--- config.mk ---
export PLATFORM = sky130hd
export DESIGN_NAME = led_drive_current_regs
export DESIGN_NICKNAME = d
export VERILOG_FILES = /design/src/design/drive_current_pkg.sv /design/src/design/level_code_cell.sv /design/src/design/led_drive_current_regs.sv
export VERILOG_INCLUDE_DIRS = /design/src /design/src/design
export SDC_FILE = /design/constraint.sdc
export NUM_CORES = 1
export LEC_CHECK = 0
export ABC_AREA = 1
export BUFFER_PORTS_ARGS = -buffer_cell sky130_fd_sc_hd__buf_2
export CAP_MARGIN = 40
export CORE_MARGIN = 4
export CORE_UTILIZATION = 54
export DETAILED_ROUTE_END_ITERATION = 12
export GPL_TIMING_DRIVEN = 0
export PLACE_DENSITY = 0.8
export SLEW_MARGIN = 30
export SYNTH_ARGS = -nofsm -noshare
export SYNTH_HDL_FRONTEND = slang
export SYNTH_HIERARCHICAL = 1
export SYNTH_SLANG_ARGS = --single-unit
--- constraint.sdc ---
create_clock -name mclk -period 1.21 [get_ports mclk]
set_clock_uncertainty 0.1 [all_clocks]
set_input_delay 0.0605 -clock mclk [delete_from_list [all_inputs] [get_ports mclk]]
set_output_delay 0.0605 -clock mclk [all_outputs]
set_load 0.005 [all_outputs]
--- src/design/drive_current_map.svh ---
// register offsets, reset code and scale constants for the drive-current bank
`ifndef DRIVE_CURRENT_MAP_SVH
`define DRIVE_CURRENT_MAP_SVH
`define SOURCE1_DRIVE_CURRENT_OFS 8'h26
`define SOURCE2_DRIVE_CURRENT_OFS 8'h27
`define SOURCE3_DRIVE_CURRENT_OFS 8'h28
`define SOURCE4_DRIVE_CURRENT_OFS 8'h29
`define SOURCE5_DRIVE_CURRENT_OFS 8'h2a
`define SOURCE6_DRIVE_CURRENT_OFS 8'h2b
`define DRIVE_CURRENT_RESET 8'haf
`define DRIVE_CURRENT_ZERO 8'h00
`define DRIVE_CURRENT_FULL 8'hff
`define DRIVE_CURRENT_STEP_UA 100
`define DRIVE_CURRENT_CODE_W 8
`endif

--- src/design/drive_current_pkg.sv ---
// types shared by the drive-current register bank
package drive_current_pkg;
   // one register access from the two-wire control interface
   typedef struct packed {
      logic wr;
      logic rd;
      logic [7:0] addr;
      logic [7:0] wdata;
   } reg_req_t;
   typedef logic [7:0] level_code_t;
endpackage

--- src/design/level_code_cell.sv ---
// one 8-bit drive-current code register with its own write strobe
`timescale 1ns/1ps
`include "drive_current_map.svh"
module level_code_cell (
   input wire logic mclk,
   input wire logic rst_b,
   input wire logic clk_en,
   input wire logic wr_en,
   input wire drive_current_pkg::level_code_t wdata,
   output drive_current_pkg::level_code_t code_q
);
   import drive_current_pkg::*;
   always_ff @(posedge mclk or negedge rst_b) begin
      if (!rst_b) begin
         code_q <= `DRIVE_CURRENT_RESET;
      end else if (clk_en && wr_en) begin
         code_q <= wdata;
      end
   end
endmodule

--- src/design/led_drive_current_regs.sv ---
// bank of six drive-current code registers for the LED current sources
`timescale 1ns/1ps
`include "drive_current_map.svh"
module led_drive_current_regs #(
   parameter int NUM_SOURCES = 6
) (
   input wire logic mclk,
   input wire logic rst_b,
   input wire logic clk_en,
   input wire drive_current_pkg::reg_req_t req,
   output drive_current_pkg::level_code_t rdata_q,
   output logic rd_hit_q,
   output drive_current_pkg::level_code_t source1_level_code,
   output drive_current_pkg::level_code_t source2_level_code,
   output drive_current_pkg::level_code_t source3_level_code,
   output drive_current_pkg::level_code_t source4_level_code,
   output drive_current_pkg::level_code_t source5_level_code,
   output drive_current_pkg::level_code_t source6_level_code
);
   import drive_current_pkg::*;

   level_code_t codes [NUM_SOURCES];
   logic [47:0] codes_flat;
   logic [NUM_SOURCES-1:0] sel;
   logic hit;
   level_code_t rsel;
   level_code_t rdata_d;

   // one-hot select of the addressed source, none outside the bank
   function automatic logic [NUM_SOURCES-1:0] decode(input logic [7:0] a);
      logic [7:0] idx;
      idx = a - `SOURCE1_DRIVE_CURRENT_OFS;
      decode = '0;
      if (a >= `SOURCE1_DRIVE_CURRENT_OFS && idx < 8'(NUM_SOURCES)) begin
         decode[idx[2:0]] = 1'b1;
      end
   endfunction

   assign sel = decode(req.addr);
   assign hit = |sel;

   genvar g;
   generate
      for (g = 0; g < NUM_SOURCES; g++) begin : g_src
         level_code_cell u_cell (
            .mclk(mclk),
            .rst_b(rst_b),
            .clk_en(clk_en),
            .wr_en(req.wr & sel[g]),
            .wdata(req.wdata),
            .code_q(codes[g])
         );
      end
   endgenerate

   // read mux, unmapped addresses read zero
   always_comb begin
      rsel = `DRIVE_CURRENT_ZERO;
      for (int i = 0; i < NUM_SOURCES; i++) begin
         if (sel[i]) begin
            rsel = codes[i];
         end
      end
   end
   assign rdata_d = req.rd ? rsel : rdata_q;

   // read data registered so the interface sees a stable byte
   always_ff @(posedge mclk or negedge rst_b) begin
      if (!rst_b) begin
         rdata_q <= `DRIVE_CURRENT_ZERO;
         rd_hit_q <= 1'b0;
      end else if (clk_en) begin
         rdata_q <= rdata_d;
         rd_hit_q <= req.rd & hit;
      end
   end

   // code goes straight to the analogue source, linear by construction
   assign source1_level_code = codes[0];
   assign source2_level_code = codes[1];
   assign source3_level_code = codes[2];
   assign source4_level_code = codes[3];
   assign source5_level_code = codes[4];
   assign source6_level_code = codes[5];

   // all six outputs side by side, so one check can watch the whole bank at once
   assign codes_flat = {source6_level_code, source5_level_code, source4_level_code,
      source3_level_code, source2_level_code, source1_level_code};

   // checks on the bank; all but the reset ones stay quiet while rst_b is low,
   // since the flops change asynchronously then and a sampled past value would mislead

   a_reset_code: assert property (@(posedge mclk) $rose(rst_b)
      |-> codes[0] == `DRIVE_CURRENT_RESET)
      else $error("source code not at reset value");
   a_reset_bank: assert property (@(posedge mclk) $rose(rst_b)
      |-> codes_flat == {6{`DRIVE_CURRENT_RESET}})
      else $error("bank not at reset code after reset");

   a_isolated_write: assert property (@(posedge mclk) disable iff (!rst_b)
      (clk_en && req.wr && !sel[0]) |=> $stable(codes[0]))
      else $error("unaddressed source code changed");
   a_isolated_src2: assert property (@(posedge mclk) disable iff (!rst_b)
      (clk_en && req.wr && !sel[1]) |=> $stable(codes[1]))
      else $error("unaddressed second source code changed");
   a_isolated_src3: assert property (@(posedge mclk) disable iff (!rst_b)
      (clk_en && req.wr && !sel[2]) |=> $stable(codes[2]))
      else $error("unaddressed third source code changed");
   a_isolated_src4: assert property (@(posedge mclk) disable iff (!rst_b)
      (clk_en && req.wr && !sel[3]) |=> $stable(codes[3]))
      else $error("unaddressed fourth source code changed");
   a_isolated_src5: assert property (@(posedge mclk) disable iff (!rst_b)
      (clk_en && req.wr && !sel[4]) |=> $stable(codes[4]))
      else $error("unaddressed fifth source code changed");
   a_isolated_src6: assert property (@(posedge mclk) disable iff (!rst_b)
      (clk_en && req.wr && !sel[5]) |=> $stable(codes[5]))
      else $error("unaddressed sixth source code changed");
   a_unmapped_write: assert property (@(posedge mclk) disable iff (!rst_b)
      (clk_en && req.wr && !hit) |=> $stable(codes_flat))
      else $error("write outside the bank changed a code");

   a_first_offset: assert property (@(posedge mclk) disable iff (!rst_b)
      (clk_en && req.wr && req.addr == `SOURCE1_DRIVE_CURRENT_OFS)
      |=> codes[0] == $past(req.wdata))
      else $error("write to first offset lost");
   a_second_offset: assert property (@(posedge mclk) disable iff (!rst_b)
      (clk_en && req.wr && req.addr == `SOURCE2_DRIVE_CURRENT_OFS)
      |=> codes[1] == $past(req.wdata))
      else $error("write to second offset lost");
   a_third_offset: assert property (@(posedge mclk) disable iff (!rst_b)
      (clk_en && req.wr && req.addr == `SOURCE3_DRIVE_CURRENT_OFS)
      |=> codes[2] == $past(req.wdata))
      else $error("write to third offset lost");
   a_fourth_offset: assert property (@(posedge mclk) disable iff (!rst_b)
      (clk_en && req.wr && req.addr == `SOURCE4_DRIVE_CURRENT_OFS)
      |=> codes[3] == $past(req.wdata))
      else $error("write to fourth offset lost");
   a_fifth_offset: assert property (@(posedge mclk) disable iff (!rst_b)
      (clk_en && req.wr && req.addr == `SOURCE5_DRIVE_CURRENT_OFS)
      |=> codes[4] == $past(req.wdata))
      else $error("write to fifth offset lost");
   a_last_offset: assert property (@(posedge mclk) disable iff (!rst_b)
      (clk_en && req.wr && req.addr == `SOURCE6_DRIVE_CURRENT_OFS)
      |=> codes[5] == $past(req.wdata))
      else $error("write to last offset lost");

   a_decode_range: assert property (@(posedge mclk) disable iff (!rst_b)
      hit == (req.addr >= `SOURCE1_DRIVE_CURRENT_OFS &&
      req.addr <= `SOURCE6_DRIVE_CURRENT_OFS))
      else $error("address decode range wrong");
   a_one_select: assert property (@(posedge mclk) disable iff (!rst_b) $onehot0(sel))
      else $error("more than one source selected");

   a_read_first: assert property (@(posedge mclk) disable iff (!rst_b)
      (clk_en && req.rd && sel[0]) |=> rdata_q == $past(codes[0]))
      else $error("first source read data mismatch");
   a_read_second: assert property (@(posedge mclk) disable iff (!rst_b)
      (clk_en && req.rd && sel[1]) |=> rdata_q == $past(codes[1]))
      else $error("second source read data mismatch");
   a_read_back: assert property (@(posedge mclk) disable iff (!rst_b)
      (clk_en && req.rd && sel[2]) |=> rdata_q == $past(codes[2]))
      else $error("read data mismatch");
   a_read_fourth: assert property (@(posedge mclk) disable iff (!rst_b)
      (clk_en && req.rd && sel[3]) |=> rdata_q == $past(codes[3]))
      else $error("fourth source read data mismatch");
   a_read_fifth: assert property (@(posedge mclk) disable iff (!rst_b)
      (clk_en && req.rd && sel[4]) |=> rdata_q == $past(codes[4]))
      else $error("fifth source read data mismatch");
   a_read_last: assert property (@(posedge mclk) disable iff (!rst_b)
      (clk_en && req.rd && sel[5]) |=> rdata_q == $past(codes[5]))
      else $error("sixth source read data mismatch");
   a_unmapped_read: assert property (@(posedge mclk) disable iff (!rst_b)
      (clk_en && req.rd && !hit) |=> (rdata_q == `DRIVE_CURRENT_ZERO && !rd_hit_q))
      else $error("unmapped read not answered with zero");
   a_read_hit: assert property (@(posedge mclk) disable iff (!rst_b)
      (clk_en && req.rd && hit) |=> rd_hit_q)
      else $error("mapped read not acknowledged");
   a_hit_single: assert property (@(posedge mclk) disable iff (!rst_b)
      (clk_en && !req.rd) |=> !rd_hit_q)
      else $error("read acknowledge stayed high");
   // read data holds, so a slow interface may take it late
   a_rdata_hold: assert property (@(posedge mclk) disable iff (!rst_b)
      !(clk_en && req.rd) |=> $stable(rdata_q))
      else $error("read data changed without a read");

   a_frozen_bank: assert property (@(posedge mclk) disable iff (!rst_b)
      !clk_en |=> $stable(codes_flat))
      else $error("code changed while clock enable low");
   a_full_scale: assert property (@(posedge mclk) disable iff (!rst_b)
      (clk_en && req.wr && sel[5] && req.wdata == `DRIVE_CURRENT_FULL) |=> codes[5] == 8'hff)
      else $error("full scale code not stored");
   a_zero_code: assert property (@(posedge mclk) disable iff (!rst_b)
      (clk_en && req.wr && sel[0] && req.wdata == `DRIVE_CURRENT_ZERO) |=> codes[0] == 8'h00)
      else $error("zero code not stored");
endmodule

# [Word-level counts from Yosys, hierarchy flattened]
# Index checks and enable logic that the tools add are counted.
[word_totals] register_bits=57 latchBits=0 mem_bits_rw=0 mem_bits_ro=0 in_bits=21 out_inout_bits=57 word_cells=39 n_memories=0
[classes] addsub=1 multipliers=0 n_div=0 n_lt_le_gt_ge=4 n_eq_ne=0 shift=0 muxes=9 n_bitwise=7 n_reduce_logical=10
[op_table] operator="$mux 8" count=6
[op_table] operator="$ge 8x6->1 const B" count=1
[op_table] operator="$logic_and 1x1->1" count=8
[op_table] operator="$lt 8x3->1 const B" count=1
[op_table] operator="$sub 8x6->8 const B" count=1
[op_table] operator="$and 1x1->1" count=7
[op_table] operator="$mux 6" count=1
[op_table] operator="$reduce_or 6->1" count=1
[op_table] operator="$lt 3x4->1 const B" count=1
[op_table] operator="$demux 1 s3" count=1
[op_table] operator="$ge 3x1->1 const B" count=1
[op_table] operator="$reduce_and 2->1" count=1
[op_table] operator="$mux 1" count=1

# [Logic depth before layout (Yosys ltp)]
[depth] ltp_word=12 mapped_depth=16 depth_no_buf=15

# [Cells and area by module]
# Netlist, hierarchy kept.
[by_module_without_submodules] mod="level_code_cell" instances=6 cells_per_inst=35 area_per_inst_um2=350.3 seq_area_each_um2=207.7
[by_module_without_submodules] mod="led_drive_current_regs" instances=1 cells_per_inst=204 area_per_inst_um2=1148.6 seq_area_each_um2=225.2

# [Least setup slack after synthesis]
# OpenSTA, ideal clock, no wires.
[synth_path] kind="input-to-reg" start="input port req[9] (netlist bit)" end="register g_src[5].u_cell.code_q[4]" setup_time_ns=0.117 arrival_time_ns=1.560 required_time_ns=0.993 slack_ns=-0.567 cell_stages=14 n_path_buf=2 path_cell_list="inv_2 -> ha_1 -> nand2_2 -> nand2_2 -> nor2_4 -> nand2_2 -> nor2_4 -> nand3_1 -> buf_2 -> nor2_1 -> buf_6 -> nand2_8 -> nand2_1 -> nand2_1"
[synth_between] elab_chain_cells=8 word_cells_on_any_way=12 cone_classes="1 x add/sub; 4 x order compare; 3 x mux; 1 x bitwise; 3 x reduce/logical"
[synth_rtl] element="start: declaration" line_no="led_drive_current_regs.sv:10" text="input wire drive_current_pkg::reg_req_t req,"
[synth_rtl] element="$sub 8x6->8 (no line)"
[synth_rtl] element="$lt 3x4->1 (not written as such) or $ge 3x1->1 (tied branches)" line_no="led_drive_current_regs.sv:35" text="decode[idx[2:0]] = 1'b1;"
[synth_rtl] element="$logic_and 1x1->1 (not written as such)" line_no="led_drive_current_regs.sv:35"
[synth_rtl] element="$mux 1 (not written as such)" line_no="led_drive_current_regs.sv:35"
[synth_rtl] element="$demux 1 s3" line_no="led_drive_current_regs.sv:35"
[synth_rtl] element="$mux 6 *" line_no="led_drive_current_regs.sv:34" text="if (a >= `SOURCE1_DRIVE_CURRENT_OFS && idx < 8'(NUM_SOURCES)) begin"
[synth_rtl] element="$and 1x1->1 *" line_no="led_drive_current_regs.sv:49" text=".wr_en(req.wr & sel[g]),"
[synth_rtl] element="$logic_and 1x1->1 *" line_no="level_code_cell.sv:16" text="end else if (clk_en && wr_en) begin"
[synth_rtl] element="end signal: assignment" line_no="level_code_cell.sv:15" text="code_q <= `DRIVE_CURRENT_RESET;"
[synth_rtl] element="end signal: assignment" line_no="level_code_cell.sv:17" text="code_q <= wdata;"
[synth_rtl] element="end: declaration" line_no="level_code_cell.sv:10" text="output drive_current_pkg::level_code_t code_q"
# Every way passes the cells marked *; elsewhere a longest branch is shown, timed or not.
# A chain may end at the register's enable or synchronous reset.

# [Worst setup path in the final report]
[layout_path] start="input port req[9] (netlist bit)" end="register g_src[5].u_cell.code_q[6]"
# Same word-level chain as after synthesis.

==> metrics.txt <==
Layout area overhead 32.10%; most common cell after layout, fill and taps aside nand2_1; setup violators final 48; post-synthesis cell count 414; Final Hold Violating Endpoints 0; FF+latch count, synth 57; period utilisation layout 132.4%; placed insts 562; ANT cells 0; FMAX 0.6241 GHz; DR vias 3,210; Detail Route Antenna Nets 0; sequential-to-total area share from yosys stat 45.27%; min-delay src req[16]; FF-to-FF Start g_src[2].u_cell/code_q[5]; Setup crit end kind flip-flop; GRT Util Overall 28.29%; pin count of the biggest net entering global routing 58; fin nets 549; Slew Viols, Final 0; # rows 27; commonest cells after routing, fill and taps aside 142 x nand2_1, 79 x buf_2, 76 x nand3_1; vias per inst 5.341; crit path launch type input port; Fin Hold WS 0.08468 ns; Die ar. 0.007325 mm^2; ratio of cells with drive above 1 in the final layout 38.56%; # IOs 78; vias in the first global route 3,236; failing checks negative setup slack; HP Class input port to flip-flop; input/output buffers 76; maximum vdd drop 0.6392 mV; CP arrival 1.73 ns; Die X 85.59 um; CTS Buffer Depth 2; Post-Route WL 9.601 mm; synthesized area 0.003251 mm^2; DP Wirelength 6.203 mm; RSZ-0062 raised after global routing true; RR Endpoint rdata_q[5]; Critical Path RT 1.34 ns; antenna violations before repair 0; PwrDens 1010 mW/mm^2; Worst Max-Slew Pin Slew 0.7202 ns; total power 4.338 mW; run status finished, violations left; Worst Hold Path Cells 3; Num CTS Buffers 9; initial core utilization 57.28%; grt ovf 0; Mean Syn Cell Area 7.852 um^2; Final Non-Filler Cells 601; R2R setup slack -0.11 ns; H-tree depth 3; gp weighted congestion 0.8497; post-synth cell types 26; Synthesized Nets 439; Yosys warning total 6; DRT Pass-1 Iters 5; Slew headroom 51.99%; CTS clock-pin slew for the worst setup and hold paths 0.07 ns; CTS tree yes; Die Span Y 85.59 um; 1st-iter DRT viols 245; first-pass GRT wire length 16.13 mm; worst skew pair latency 0.34 ns; DRC errors left 0; Worst Reg-to-Reg Cells 8; leak pwr 2.310 nW; Placeable Area 0.005675 mm^2; Wirelength per Cell 15.98 um; crit path kind input port to flip-flop; min Tclk post-route 1.602 ns; CP max FO 10; final worst slack -0.3923 ns; hold path endpoint rd_hit_q; Max-Cap Viols 0; Root Buffer clkbuf_8; Sink Count 57
how the worst max path moves through the flow:
stage	startpoint	to	slack, ns
after global routing	req[9]	g_src[5].u_cell/code_q[4]	-0.46
after floorplan	req[9]	g_src[4].u_cell/code_q[4]	-0.44
final	req[9]	g_src[5].u_cell/code_q[6]	-0.39
after CTS	req[9]	rdata_q[0]	-0.28
after detailed placement	req[9]	g_src[4].u_cell/code_q[4]	-0.85
after global placement	req[9]	g_src[4].u_cell/code_q[6]	-0.82
logic make-up (layout without fill, tap and decap cells):
group | count (synthesis) | in the layout | synth area share, %
AOI/OAI and AO/OA | 11 | 11 | 1.886
and+or+nand+nor | 298 | 298 | 43.03
DFF | 57 | 57 | 45.27
adders and majority gates | 4 | 4 | 1.540
buffers and inverters | 44 | 159 | 8.276
report_power, final:
| part | switching, mW | internal, mW | total [mW] | leakage (nW) |
|---|---|---|---|---|
| logic | 0.304 | 0.189 | 0.493 | 1.54 |
| registers | 0.0528 | 2.00 | 2.05 | 0.664 |
| clock network | 0.801 | 0.991 | 1.79 | 0.102 |
| total | 1.16 | 3.18 | 4.34 | 2.31 |
layer usage:
layer  share of wire, %  up-vias  global-route usage [%]
met5                  0        -                       0
met4                3.5        0                   13.96
met3                6.7       30                   5.187
met2                 46      133                   44.00
met1                 43     1505                   38.01
li1                   -     1542                       -
sequential cells by signal, summed over array words and instances, names as in the netlist:
name                 count
g_src.u_cell/code_q     48
rdata_q                  8
rd_hit_q                 1
final cells by class:
cell class              count  area (um^2)
clock inverters             6        57.56
fillers                   426         1381
plain buffers              18        177.7
inverters                  26        117.6
multi-input cells         313         1645
flip-flops and latches     57         1471
clock buffers              10        137.6
well taps                  72        90.09
repair buffers             99        596.8
per-stage QoR:
step | setup TNS [ns] | worst slack (ns) | utilization [%] | instance area [um^2]
6_report | -13.15 | -0.3923 | 75.66 | 4294
5_1_grt | -17.44 | -0.4637 | 75.66 | 4294
4_1_cts | -10.35 | -0.2751 | 74.74 | 4242
3_5_place_dp | -40.38 | -0.8490 | 66.60 | 3780
3_3_place_gp | -40.64 | -0.8211 | 66.56 | 3777
2_1_floorplan | -17.40 | -0.4412 | - | 3307
synthesized netlist by cell type:
library cell	number	share of area (%)
nand2_1	161	19
nand3_1	78	12
dfstp_2	36	29
nor2_1	34	3.9
inv_1	24	2.8
dfrtp_1	21	16
buf_6	13	4.5
o21ai_0	7	1.1
nand2_8	6	3.7
or2_0	6	1.2
ha_1	4	1.5
nand2_2	4	0.77
buf_2	3	0.46
a21oi_1	2	0.31
clkbuf_1	2	0.23
nor2_4	2	0.69
nor3_1	2	0.31
a21boi_1	1	0.23
inv_2	1	0.12
inv_4	1	0.19
nand2_4	1	0.35
nand3_4	1	0.54
nor2_2	1	0.19
nor2_8	1	0.62
nor4_1	1	0.19
o32ai_1	1	0.27
worst max-delay path, stage by stage:
cell     delay (ns)
buf_12         0.10
inv_12         0.03
ha_4           0.22
nand2_2        0.07
nand2_2        0.06
nor2_4         0.10
nand2_2        0.07
nor2_4         0.20
buf_4          0.16
nand3_4        0.07
buf_6          0.16
nor2_4         0.11
buf_6          0.15
nand2_8        0.07
nand2_1        0.06
nand2_1        0.05
what timing repair did:
item                       4_1_cts  5_1_grt
setup endpoints to repair       56       57
gates cloned                     5        0
gates resized for setup         30       12
pin swaps                       15        8
setup buffers                    6        2
hold buffers                    10        0
hold endpoints to repair        70        0
Power figures use the tool's default switching activity.
